### src/shared/cache_pkg.sv
// Constants of the cache control block.
// Assumes a 32-bit Wishbone bus and one clock.
package cache_pkg;
    // ****************************************************************
    // Register map
    // ****************************************************************
    localparam logic [7:0]  CACHE_CONTROL_OFFSET = 8'h00;
    localparam logic [31:0] CACHE_CONTROL_RESET  = 32'h0000_0007;
    localparam logic [31:0] CACHE_CONTROL_MASK   = 32'h0001_0337;
    localparam logic [31:0] UNMAPPED_READ_VALUE  = 32'h0000_0000;

    // ****************************************************************
    // Field positions of cache_control
    // ****************************************************************
    localparam int WAIT_LSB      = 0;
    localparam int WAIT_MSB      = 2;
    localparam int PREFETCH_LSB  = 4;
    localparam int PREFETCH_MSB  = 5;
    localparam int DSIZE_LSB     = 8;
    localparam int DSIZE_MSB     = 9;
    localparam int COHERENCY_BIT = 16;

    // ****************************************************************
    // Field encodings
    // ****************************************************************
    localparam logic [1:0] DSIZE_OFF     = 2'h0;
    localparam logic [1:0] DSIZE_ONE     = 2'h1;
    localparam logic [1:0] DSIZE_TWO     = 2'h2;
    localparam logic [1:0] DSIZE_FOUR    = 2'h3;
    localparam logic [2:0] LINES_NONE    = 3'h0;
    localparam logic [2:0] LINES_ONE     = 3'h1;
    localparam logic [2:0] LINES_TWO     = 3'h2;
    localparam logic [2:0] LINES_FOUR    = 3'h4;
    localparam int         PF_CACHEABLE_BIT = 0;
    localparam int         PF_UNCACHED_BIT  = 1;
    localparam logic [31:0] WORD_STRIDE  = 32'h0000_0004;

    typedef enum logic [1:0] {
        FETCH_IDLE,
        FETCH_FLASH,
        FETCH_PREFETCH
    } fetch_state_t;
endpackage

### src/shared/line_store_if.sv
// Links the fetch controller to the line store.
// Assumes both ends run on the same system clock.
`timescale 1ns/1ps
interface line_store_if;
    logic [31:0] lookup_addr;   // Address being looked up
    logic        lookup_data;   // Lookup is a data access
    logic        hit;           // Lookup hits a valid line
    logic [31:0] hit_word;      // Word of the hitting line
    logic        fill_en;       // Write one line
    logic [31:0] fill_addr;
    logic [31:0] fill_word;
    logic        fill_data;     // Line goes to the data side
    logic        fill_lock;     // Instruction line is locked
    logic [2:0]  data_lines;    // Data lines in use, zero disables
    logic        inv_all;       // Invalidate every line
    logic        inv_unlocked;  // Invalidate data and unlocked instruction lines

    modport ctrl (output lookup_addr, lookup_data, fill_en, fill_addr, fill_word, fill_data,
                  fill_lock, data_lines, inv_all, inv_unlocked,
                  input hit, hit_word);
    modport store (input lookup_addr, lookup_data, fill_en, fill_addr, fill_word, fill_data,
                   fill_lock, data_lines, inv_all, inv_unlocked,
                   output hit, hit_word);
endinterface

### src/rtl/wait_state_timer.sv
// Counts flash wait states for one flash access.
// Assumes start is a one-cycle pulse and no new start before done.
`timescale 1ns/1ps
module wait_state_timer (
    // Clock and reset
    input  wire logic       clk_i,
    input  wire logic       rst_i,
    // Control
    input  wire logic       start_i,
    input  wire logic [2:0] wait_count_i,
    output logic            done_o
);
    logic [2:0] remaining;
    logic       busy;
    logic [2:0] next_remaining;
    logic       next_busy;
    logic       next_done;

    // ****************************************************************
    // Countdown
    // ****************************************************************
    // Done rises wait_count plus two cycles after the start pulse
    always_comb begin
        next_remaining = remaining;
        next_busy      = busy;
        next_done      = 1'b0;
        if (start_i) begin
            next_remaining = wait_count_i;
            next_busy      = 1'b1;
        end else if (busy) begin
            if (remaining == 3'h0) begin
                next_busy = 1'b0;
                next_done = 1'b1;
            end else begin
                next_remaining = remaining - 3'h1;
            end
        end
    end

    // Registers
    always_ff @(posedge clk_i) begin
        if (rst_i) begin
            remaining <= 3'h0;
            busy      <= 1'b0;
            done_o    <= 1'b0;
        end else begin
            remaining <= next_remaining;
            busy      <= next_busy;
            done_o    <= next_done;
        end
    end
endmodule

### src/rtl/cache_line_store.sv
// Instruction and data lines of the prefetch cache, one word per line.
// Assumes one clock for lookup, fill and invalidate.
`timescale 1ns/1ps
module cache_line_store #(
    parameter int LINES = 4
) (
    // Clock and reset
    input  wire logic clk_i,
    input  wire logic rst_i,
    // Controller side
    line_store_if.store ls
);
    logic [31:0] tag     [2*LINES];
    logic [31:0] word    [2*LINES];
    logic        valid   [2*LINES];
    logic        locked  [2*LINES];
    logic [1:0]  inst_victim;
    logic [1:0]  data_victim;
    logic [1:0]  next_inst_victim;
    logic [1:0]  next_data_victim;
    logic [2*LINES-1:0] match;

    // ****************************************************************
    // Lookup; low half instructions, high half data
    // ****************************************************************
    genvar g;
    generate
        for (g = 0; g < 2 * LINES; g++) begin : g_match
            localparam bit IS_DATA = (g >= LINES);
            localparam logic [2:0] SLOT = 3'(g % LINES);
            assign match[g] = valid[g] && (tag[g] == ls.lookup_addr) && (ls.lookup_data == IS_DATA)
                              && (!IS_DATA || SLOT < ls.data_lines);
        end
    endgenerate

    // Hit mux
    always_comb begin
        ls.hit      = 1'b0;
        ls.hit_word = 32'h0000_0000;
        for (int i = 0; i < 2 * LINES; i++) begin
            if (match[i]) begin
                ls.hit      = 1'b1;
                ls.hit_word = word[i];
            end
        end
    end

    // Victims; data side wraps at the line count
    always_comb begin
        next_inst_victim = inst_victim;
        next_data_victim = data_victim;
        if (ls.fill_en && !ls.fill_data) begin
            next_inst_victim = inst_victim + 2'h1;
        end
        if (ls.fill_en && ls.fill_data) begin
            next_data_victim = ({1'b0, data_victim} + 3'h1 >= ls.data_lines) ? 2'h0 : data_victim + 2'h1;
        end
    end

    // Line arrays
    always_ff @(posedge clk_i) begin
        if (rst_i) begin
            inst_victim <= 2'h0;
            data_victim <= 2'h0;
            for (int i = 0; i < 2 * LINES; i++) begin
                valid[i]  <= 1'b0;
                locked[i] <= 1'b0;
                tag[i]    <= 32'h0000_0000;
                word[i]   <= 32'h0000_0000;
            end
        end else begin
            inst_victim <= next_inst_victim;
            data_victim <= next_data_victim;
            for (int i = 0; i < 2 * LINES; i++) begin
                if (ls.inv_all) begin
                    valid[i]  <= 1'b0;
                    locked[i] <= 1'b0;
                end else if (ls.inv_unlocked && (i >= LINES || !locked[i])) begin
                    valid[i] <= 1'b0;
                end
            end
            if (ls.fill_en && !ls.inv_all && !ls.inv_unlocked) begin
                if (!ls.fill_data && !locked[inst_victim]) begin
                    valid[inst_victim]  <= 1'b1;
                    locked[inst_victim] <= ls.fill_lock;
                    tag[inst_victim]    <= ls.fill_addr;
                    word[inst_victim]   <= ls.fill_word;
                end else if (ls.fill_data && ls.data_lines != 3'h0) begin
                    valid[LINES + data_victim] <= 1'b1;
                    tag[LINES + data_victim]   <= ls.fill_addr;
                    word[LINES + data_victim]  <= ls.fill_word;
                end
            end
        end
    end
endmodule

### src/rtl/flash_prefetch_cache_control.sv
// Prefetch cache control: register, fetch sequencing, wait states.
// Assumes a classic Wishbone master and flash data
// stable while flash_req_o is high.
//
// Design decisions made here: the register offsets and the Wishbone interface to the registers.
`timescale 1ns/1ps
// Summary of operation
// - Coherency set: program cycle invalidates every line.
// - Coherency clear: program cycle invalidates data and unlocked instruction lines.
// - Data size field: 11 four lines, 10 two, 01 one, 00 data caching off.
// - Changing the data size field invalidates every line.
// - Prefetch field: 11 both regions, 10 non-cacheable, 01 cacheable, 00 off.
// - Wait field sets zero to seven flash wait states.
module flash_prefetch_cache_control
    import cache_pkg::*;
#(
    parameter int LINES = 4
) (
    // Clock and reset
    input  wire logic        clk_i,
    input  wire logic        rst_i,
    // Wishbone slave
    input  wire logic        wb_cyc_i,
    input  wire logic        wb_stb_i,
    input  wire logic        wb_we_i,
    input  wire logic [7:0]  wb_adr_i,
    input  wire logic [3:0]  wb_sel_i,
    input  wire logic [31:0] wb_dat_i,
    output logic [31:0]      wb_dat_o,
    output logic             wb_ack_o,
    // Fetch port from the core
    input  wire logic        fetch_req_i,
    input  wire logic [31:0] fetch_addr_i,
    input  wire logic        fetch_data_i,
    input  wire logic        fetch_cacheable_i,
    input  wire logic        fetch_lock_i,
    output logic             fetch_ready_o,
    output logic [31:0]      fetch_word_o,
    // Program flash array
    output logic             flash_req_o,
    output logic [31:0]      flash_addr_o,
    input  wire logic [31:0] flash_word_i,
    input  wire logic        program_cycle_i
);
    import cache_pkg::*;

    // ****************************************************************
    // Declarations
    // ****************************************************************
    line_store_if ls ();

    logic [31:0]  cache_control;
    logic [31:0]  next_cache_control;
    logic [31:0]  next_wb_dat;
    logic         next_wb_ack;
    logic         size_changed;
    logic         bus_hit;
    logic [31:0]  lane_mask;

    fetch_state_t state;
    fetch_state_t next_state;
    logic         next_fetch_ready;
    logic [31:0]  next_fetch_word;
    logic         next_flash_req;
    logic [31:0]  next_flash_addr;
    logic         req_data;
    logic         req_cacheable;
    logic         req_lock;
    logic         next_req_data;
    logic         next_req_cacheable;
    logic         next_req_lock;
    logic [31:0]  pf_addr;
    logic [31:0]  pf_word;
    logic         pf_valid;
    logic [31:0]  next_pf_addr;
    logic [31:0]  next_pf_word;
    logic         next_pf_valid;
    logic         timer_start;
    logic         timer_done;
    logic         pf_allowed;
    logic         pf_hit;

    logic [2:0]   wait_states;
    logic [1:0]   prefetch_region_select;
    logic [1:0]   data_cache_line_count;
    logic         program_cycle_invalidate_all;

    // Field views of the control register
    assign wait_states                  = cache_control[WAIT_MSB:WAIT_LSB];
    assign prefetch_region_select       = cache_control[PREFETCH_MSB:PREFETCH_LSB];
    assign data_cache_line_count        = cache_control[DSIZE_MSB:DSIZE_LSB];
    assign program_cycle_invalidate_all = cache_control[COHERENCY_BIT];

    // ****************************************************************
    // Register bus
    // ****************************************************************
    // Byte lane mask
    always_comb begin
        lane_mask = {{8{wb_sel_i[3]}}, {8{wb_sel_i[2]}}, {8{wb_sel_i[1]}}, {8{wb_sel_i[0]}}};
    end

    // One-cycle answer; unmapped addresses ack and read zero
    always_comb begin
        bus_hit            = wb_cyc_i && wb_stb_i && !wb_ack_o;
        next_wb_ack        = bus_hit;
        next_wb_dat        = wb_dat_o;
        next_cache_control = cache_control;
        if (bus_hit) begin
            if (wb_adr_i == CACHE_CONTROL_OFFSET) begin
                next_wb_dat = cache_control & CACHE_CONTROL_MASK;
                if (wb_we_i) begin
                    // Unimplemented bits stay zero
                    next_cache_control = ((cache_control & ~lane_mask) | (wb_dat_i & lane_mask))
                                         & CACHE_CONTROL_MASK;
                end
            end else begin
                next_wb_dat = UNMAPPED_READ_VALUE;
            end
        end
        size_changed = next_cache_control[DSIZE_MSB:DSIZE_LSB] != data_cache_line_count;
    end

    // Bus registers
    always_ff @(posedge clk_i) begin
        if (rst_i) begin
            cache_control <= CACHE_CONTROL_RESET;
            wb_dat_o      <= 32'h0000_0000;
            wb_ack_o      <= 1'b0;
        end else begin
            cache_control <= next_cache_control;
            wb_dat_o      <= next_wb_dat;
            wb_ack_o      <= next_wb_ack;
        end
    end

    // ****************************************************************
    // Line store controls
    // ****************************************************************
    // Data line count decode
    always_comb begin
        unique case (data_cache_line_count)
            DSIZE_OFF:  ls.data_lines = LINES_NONE;
            DSIZE_ONE:  ls.data_lines = LINES_ONE;
            DSIZE_TWO:  ls.data_lines = LINES_TWO;
            DSIZE_FOUR: ls.data_lines = LINES_FOUR;
        endcase
    end

    // Invalidation requests
    always_comb begin
        ls.inv_all      = size_changed || (program_cycle_i && program_cycle_invalidate_all);
        ls.inv_unlocked = program_cycle_i && !program_cycle_invalidate_all;
        ls.lookup_addr  = fetch_addr_i;
        ls.lookup_data  = fetch_data_i;
    end

    // Prefetch allowed for this miss's region
    always_comb begin
        pf_allowed = req_cacheable ? prefetch_region_select[PF_CACHEABLE_BIT]
                                   : prefetch_region_select[PF_UNCACHED_BIT];
        pf_hit     = pf_valid && (pf_addr == fetch_addr_i) && !fetch_data_i;
    end

    cache_line_store #(
        .LINES (LINES)
    ) u_store (
        .clk_i (clk_i),
        .rst_i (rst_i),
        .ls    (ls.store)
    );

    wait_state_timer u_timer (
        .clk_i        (clk_i),
        .rst_i        (rst_i),
        .start_i      (timer_start),
        .wait_count_i (wait_states),
        .done_o       (timer_done)
    );

    // ****************************************************************
    // Fetch sequencer
    // ****************************************************************
    // Misses, prefetch and fills
    always_comb begin
        next_state         = state;
        next_fetch_ready   = 1'b0;
        next_fetch_word    = fetch_word_o;
        next_flash_req     = flash_req_o;
        next_flash_addr    = flash_addr_o;
        next_req_data      = req_data;
        next_req_cacheable = req_cacheable;
        next_req_lock      = req_lock;
        next_pf_addr       = pf_addr;
        next_pf_word       = pf_word;
        next_pf_valid      = pf_valid;
        timer_start        = 1'b0;
        ls.fill_en         = 1'b0;
        ls.fill_addr       = flash_addr_o;
        ls.fill_word       = flash_word_i;
        ls.fill_data       = req_data;
        ls.fill_lock       = req_lock;
        unique case (state)
            FETCH_IDLE: begin
                if (fetch_req_i && !fetch_ready_o) begin
                    if (ls.hit && fetch_cacheable_i) begin
                        next_fetch_ready = 1'b1;
                        next_fetch_word  = ls.hit_word;
                    end else if (pf_hit) begin
                        next_fetch_ready = 1'b1;
                        next_fetch_word  = pf_word;
                        next_pf_valid    = 1'b0;
                    end else begin
                        // Miss: open a flash read, stall
                        next_state         = FETCH_FLASH;
                        next_flash_req     = 1'b1;
                        next_flash_addr    = fetch_addr_i;
                        next_req_data      = fetch_data_i;
                        next_req_cacheable = fetch_cacheable_i;
                        next_req_lock      = fetch_lock_i;
                        timer_start        = 1'b1;
                    end
                end
            end
            FETCH_FLASH: begin
                if (timer_done) begin
                    // Wait over: answer, and fill if cacheable
                    next_fetch_ready = 1'b1;
                    next_fetch_word  = flash_word_i;
                    ls.fill_en       = req_cacheable;
                    if (pf_allowed && !req_data) begin
                        next_state      = FETCH_PREFETCH;
                        next_flash_addr = flash_addr_o + WORD_STRIDE;
                        next_pf_valid   = 1'b0;
                        timer_start     = 1'b1;
                    end else begin
                        next_state     = FETCH_IDLE;
                        next_flash_req = 1'b0;
                    end
                end
            end
            FETCH_PREFETCH: begin
                if (timer_done) begin
                    next_state     = FETCH_IDLE;
                    next_flash_req = 1'b0;
                    next_pf_addr   = flash_addr_o;
                    next_pf_word   = flash_word_i;
                    next_pf_valid  = 1'b1;
                end
            end
        endcase
        if (ls.inv_all || ls.inv_unlocked) begin
            next_pf_valid = 1'b0;
        end
    end

    // Sequencer registers
    always_ff @(posedge clk_i) begin
        if (rst_i) begin
            state         <= FETCH_IDLE;
            fetch_ready_o <= 1'b0;
            fetch_word_o  <= 32'h0000_0000;
            flash_req_o   <= 1'b0;
            flash_addr_o  <= 32'h0000_0000;
            req_data      <= 1'b0;
            req_cacheable <= 1'b0;
            req_lock      <= 1'b0;
            pf_addr       <= 32'h0000_0000;
            pf_word       <= 32'h0000_0000;
            pf_valid      <= 1'b0;
        end else begin
            state         <= next_state;
            fetch_ready_o <= next_fetch_ready;
            fetch_word_o  <= next_fetch_word;
            flash_req_o   <= next_flash_req;
            flash_addr_o  <= next_flash_addr;
            req_data      <= next_req_data;
            req_cacheable <= next_req_cacheable;
            req_lock      <= next_req_lock;
            pf_addr       <= next_pf_addr;
            pf_word       <= next_pf_word;
            pf_valid      <= next_pf_valid;
        end
    end
endmodule

### config.mk
export PLATFORM = sky130hd
export DESIGN_NAME = flash_prefetch_cache_control
export DESIGN_NICKNAME = d
export VERILOG_FILES = /design/src/shared/cache_pkg.sv /design/src/shared/line_store_if.sv /design/src/rtl/wait_state_timer.sv /design/src/rtl/cache_line_store.sv /design/src/rtl/flash_prefetch_cache_control.sv
export SDC_FILE = /design/constraint.sdc
export NUM_CORES = 2
export LEC_CHECK = 0
export ABC_AREA = 1
export BUFFER_PORTS_ARGS = -buffer_cell sky130_fd_sc_hd__clkbuf_2
export CORE_ASPECT_RATIO = 1.25
export CORE_MARGIN = 8
export CORE_UTILIZATION = 56
export CTS_CLUSTER_SIZE = 14
export DETAILED_ROUTE_END_ITERATION = 10
export GPL_ROUTABILITY_DRIVEN = 0
export GPL_TIMING_DRIVEN = 0
export HOLD_SLACK_MARGIN = 0.06
export PLACE_DENSITY = 0.74
export SYNTH_ARGS = -nofsm -noshare
export SYNTH_HDL_FRONTEND = slang
export SYNTH_SLANG_ARGS = --single-unit
### constraint.sdc
create_clock -name clk_i -period 10.7 [get_ports clk_i]
set_input_delay 0 -clock clk_i [delete_from_list [all_inputs] [get_ports clk_i]]
set_output_delay 0 -clock clk_i [all_outputs]
set_load 0.005 [all_outputs]
# After elaboration in Yosys (flattened, before gate mapping)
# Memories as Yosys holds them, arrays and structs flattened. A register that Yosys moved wholly into a read port is not among the register bits.
# Index checks and enable logic that the tools add are counted.
# classes
n_addsub	6
n_lt_le_gt_ge	5
n_eq_ne	25
muxes	156
bitwise_logic	32
reduce_logical	78
# ops
op	n
$mux W32	21
$eq A32 B32 Y1	9
$pmux W32 S2	2
$reduce_or A32 Y1	4
$mux W1	104
$logic_and A1 B1 Y1	39
$and A17 B17 Y17	2
$add A32 B3 Y32 const B	1
$mux W10	3
$mux W3	10
$or A1 B1 Y1	24
$mux W2	9
$reduce_and A6 Y1	3
$mux W17	1
$not A17 Y17	1
$or A17 B17 Y17	1
$ne A2 B2 Y1 const B	7
$logic_not A1 Y1	12
$pmux W3 S4	1
$logic_not A8 Y1	1
$reduce_and A4 Y1	2
$eq A2 B2 Y1 const B	3
$lt A1 B3 Y1 const A	2
$lt A2 B3 Y1 const A	2
24 further kinds	38
# word_totals
reg_bits	186
ram_bits	528
inputBits	118
out_inout_bits	99
elab_cells	326
memories	4
# mem_list
memory	depth	width	read_ports	rd_clocked_by_memory_dff	write_ports	line_no	text
u_store.tag	8	32	8	0	8	cache_line_store.sv:13	logic [31:0] tag [2*LINES];
u_store.word	8	32	8	0	8	cache_line_store.sv:14	logic [31:0] word [2*LINES];
u_store.locked	8	1	5	1	8	cache_line_store.sv:16	logic locked [2*LINES];
u_store.valid	8	1	8	0	8	cache_line_store.sv:15	logic valid [2*LINES];

# Longest topological paths before layout
# An unclocked memory read counts as a cell.
# logic_depth
word_depth	18
mapped_depth	22
depth_no_buf	21

# Cells and area by module
# From an unflattened synthesis, not the netlist that was laid out.
# hier_totals
cells_unflattened	4219
area_unflattened_um2	34254.1
# by_module_without_submodules
module	instances	cells_each	area_each_um2	seq_area_each_um2
cache_line_store	1	2781	25530.7	15775.1
flash_prefetch_cache_control	1	1400	8454.4	3062.9
wait_state_timer	1	38	269.0	100.1

# Worst setup path before layout
# No wires, ideal clock.
# synth_path
path_kind	reg2reg
start	register wb_ack_o
end	memory u_store.tag[0][0], enable pin
setup_time_ns	0.424
t_arrival_ns	3.593
required_ns	10.276
path_slack_ns	6.683
path_stages_with_launch	19
path_buffers	2
synth_period_minus_slack_ns	4.017
cell_sequence	dfxtp_1 > nor2_2 > nand2_2 > inv_2 > nand3_2 > nor2_2 > inv_2 > nand2_1 > o21ai_2 > xor2_1 > nor3b_2 > nand2_1 > nor2_4 > nand2_4 > nor2_4 > nand3_2 > buf_4 > buf_6 > nand2_1
# synth_lines
item	line_no	text
from (decl)	flash_prefetch_cache_control.sv:30	output logic wb_ack_o,
from (signal assigned)	flash_prefetch_cache_control.sv:132	wb_ack_o <= next_wb_ack;
to (decl)	cache_line_store.sv:13	

==> results.md <==
- Status: finished, final reports clean
- H-Tree Depth: 3
- Initial antenna violation count: 1
- Die Span Y: 297 um
- Setup tns final: 0 ps
- Worst path required time: 10920 ps
- I/O pins: 217
- Min Hold Slack: 97.3 ps
- Worst-Margin Slew: 1300 ps
- Cell count after synthesis: 4340
- Fin util: 0.643
- PD cells: 177 nW/um^2
- Post-synth EDFFs: 516
- Number of max-cap violations: 0
- Largest area contributor in the netlist: edfxtp_1
- Reported net switching power: 2.28 mW
- Area of the mapped netlist: 35300 sq um
- Clock sinks: 688
- First-pass GRT wire length: 182000 um
- Yosys warning count: 0
- Worst Hold Class: in2reg
- Synth cell types: 47
- Most frequent cell after synthesis: nand2_1
- Critical Path Slowest Stage Cell: nand2_4
- Synthesis-to-layout area growth: 14.4%
- WL per Instance: 22.3 um
- Row count: 103
- Initial Util: 0.562
- Minimum clock period: 4990 ps
- CTS hold repair buffers: 80
- Ys flop type: edfxtp_1
- Core Footprint: 62800 sq um
- CTS Buffer Depth: 3
- Overflow after GRT: 0
- Reg clk slew, reported paths: 60 ps
- CP Class: in2reg
- DRC: 0
- GRT Resource Usage Total: 0.342
- Crit-path max FO: 64
- Initial DRT Pass Iterations: 8
- Final Routed Wirelength: 124000 um
- Clock network power share: 0.349
- Vias: 31995
- Die Wd: 241 um
- DIE AREA: 71400 sq um
- Yosys top cell area share: 0.439
- Max Freq: 0.201 GHz
- Max Clock Skew: 37.2 ps
- Sequential share of the synthesized area: 0.537
- WP data arrival: 5200 ps
- Most common cell on crit path: dlygate4sd3_1
- Async set-reset flop share out of synthesis: 0
- Via density: 5.75
- FF+latch count, synth: 688
- Sequential Power Share: 0.446
- Slew Limit Headroom: 0.130
- Logic pwr share: 0.205
- Final Hold Fails: 0
- PortBufs: 141
- CP endpoint kind: flip-flop
- Maximum vdd ir drop: 0.000147 V
- Number of global-route vias before repair: 30384
- HPWL after detailed placement: 90300 um
- Dominant cells by area after synthesis: edfxtp_1, nand2_1, nor2_1
- Iter 0 DRT Violations: 3899
- Worst-path cell chain: dlygate4sd3_1 -> clkbuf_2 -> nor2_1 -> dlygate4sd3_1 -> nand2_2 -> dlygate4sd3_1 -> nor2_8 -> nand3_2 -> nor2_2 -> inv_2 -> nand2_1 -> o21ai_2 -> xor2_1 -> nor3b_2 -> nand2_1 -> nor2_4 -> nand4_1 -> buf_2 -> buf_1 -> nand2_4
- Postcts setup bufs: 0
- Final setup fails: 0
- Net Sw Frac: 0.319
- Clock root cell: clkbuf_16
- CP peak stage delay: 810 ps
- Nets: 4793
- Startpoint Class: input pin
- CTS tree: built
- Leak: 17.5 nW
- Fraction of layout cells with a size suffix above 1: 0.0922
- Syn_area_per_cell: 8.13 sq um
- Pint: 4.86 mW
- Top cells by count, synth: nand2_1, nor2_1, edfxtp_1, inv_1, a21oi_1
- RSZ-0062 raised after global routing: false
- Largest net degree at the start of global routing: 65
- Final cycle utilization of the critical path: 0.466
- Post-route ant nets: 0
- CTS resizes: 0
- Clk Latency, worst-skew pair: 630 ps
- Slew Viols, Final: 0
- TritonCTS Buffers: 70
==> sequential cells by signal, summed over array words and instances, names as in the netlist, 4 cells and up, named ones only <==
signal / flops
u_store.valid: 8
pf_addr: 32
flash_addr_o: 32
wb_dat_o: 8
u_store.word: 256
u_store.locked: 4
pf_word: 32
fetch_word_o: 32
u_store.tag: 256
==> metal layers <==
layer	track usage	wire, um	up-vias
met5	0	0	-
met4	0.270	11500	0
met3	0.0606	12300	573
met2	0.565	58000	2098
met1	0.390	42500	14772
li1	-	-	14552
==> cell families after synthesis <==
family / share of synthesized area
multiplexers: 0.000284
AND/OR/NAND/NOR: 0.274
flip-flops: 0.537
XOR/XNOR: 0.0335
other: 0.000106
adder cells (fa/ha/maj): 0.00496
buffers and inverters: 0.0836
AO/OA/AOI/OAI: 0.0667
==> final cells by class <==
class                   count  area (sq um)
diodes                      3          7.51
plain buffers             243          1290
clock buffers             107          2020
clock inverters            21           229
fillers                  5340         22400
inverters                 442          1660
multi-input cells        2990         13500
flip-flops and latches    688         18900
well taps                 840          1050
repair buffers            226          1640
==> worst max-delay path: cells and delay by family <==
kind	cells	cell delay (ps)
AOI/OAI and AO/OA	1	60
xor gates and xnor gates	1	140
and+or+nand+nor	11	2350
buffers and inverters	7	2590
==> through the flow <==
step	setup slack [ps]	instances	instance area (sq um)	total power, mW
3_3_place_gp	4960	5344	37100	4.61
4_1_cts	5970	5557	40400	7.08
5_1_grt	5540	5558	40400	7.36
6_report	5710	5560	40400	7.14
2_1_floorplan	6680	4363	35400	4.04
3_5_place_dp	6650	5349	37300	4.63
==> final timing paths <==
check | cells past startpoint | from | slack, ps | endpoint
max | 20 | wb_adr_i[4] | 5710 | u_store.word[5][18]$_SDFFCE_PN0P_
min | 4 | fetch_addr_i[1] | 100 | flash_addr_o[1]$_SDFFE_PP0P_
max reg2reg | 16 | wb_ack_o$_SDFF_PP0_ | 6530 | u_store.word[5][18]$_SDFFCE_PN0P_
min reg2reg | 2 | u_store.valid[6]$_DFF_P_ | 460 | u_store.valid[6]$_DFF_P_
==> power groups by stage <==
stage / Sequential (mW) / Clock (mW) / Combinational (mW)
after detailed placement: 3.23 / 0 / 1.40
after CTS: 3.18 / 2.47 / 1.43
after global placement: 3.24 / 0 / 1.38
after global routing: 3.20 / 2.57 / 1.58
after floorplan: 3.21 / 0 / 0.822
final: 3.18 / 2.49 / 1.46
==> placed cells by master, fill, tap and decap left out, types with 51 or more instances in the layout <==
| cell | count |
|---|---|
| clkinv_1 | 51 |
| nand2_1 | 1009 |
| dfxtp_1 | 172 |
| nor3_1 | 75 |
| dlygate4sd3_1 | 80 |
| inv_1 | 384 |
| nand3_1 | 133 |
| clkbuf_1 | 133 |
| nand4_1 | 70 |
| clkbuf_16 | 74 |
| clkbuf_2 | 142 |
| edfxtp_1 | 516 |
| a21oi_1 | 237 |
| o21ai_0 | 159 |
| xor2_1 | 89 |
| nor2_1 | 974 |
| buf_2 | 66 |
No activity file was read; power rests on OpenSTA's default activity.
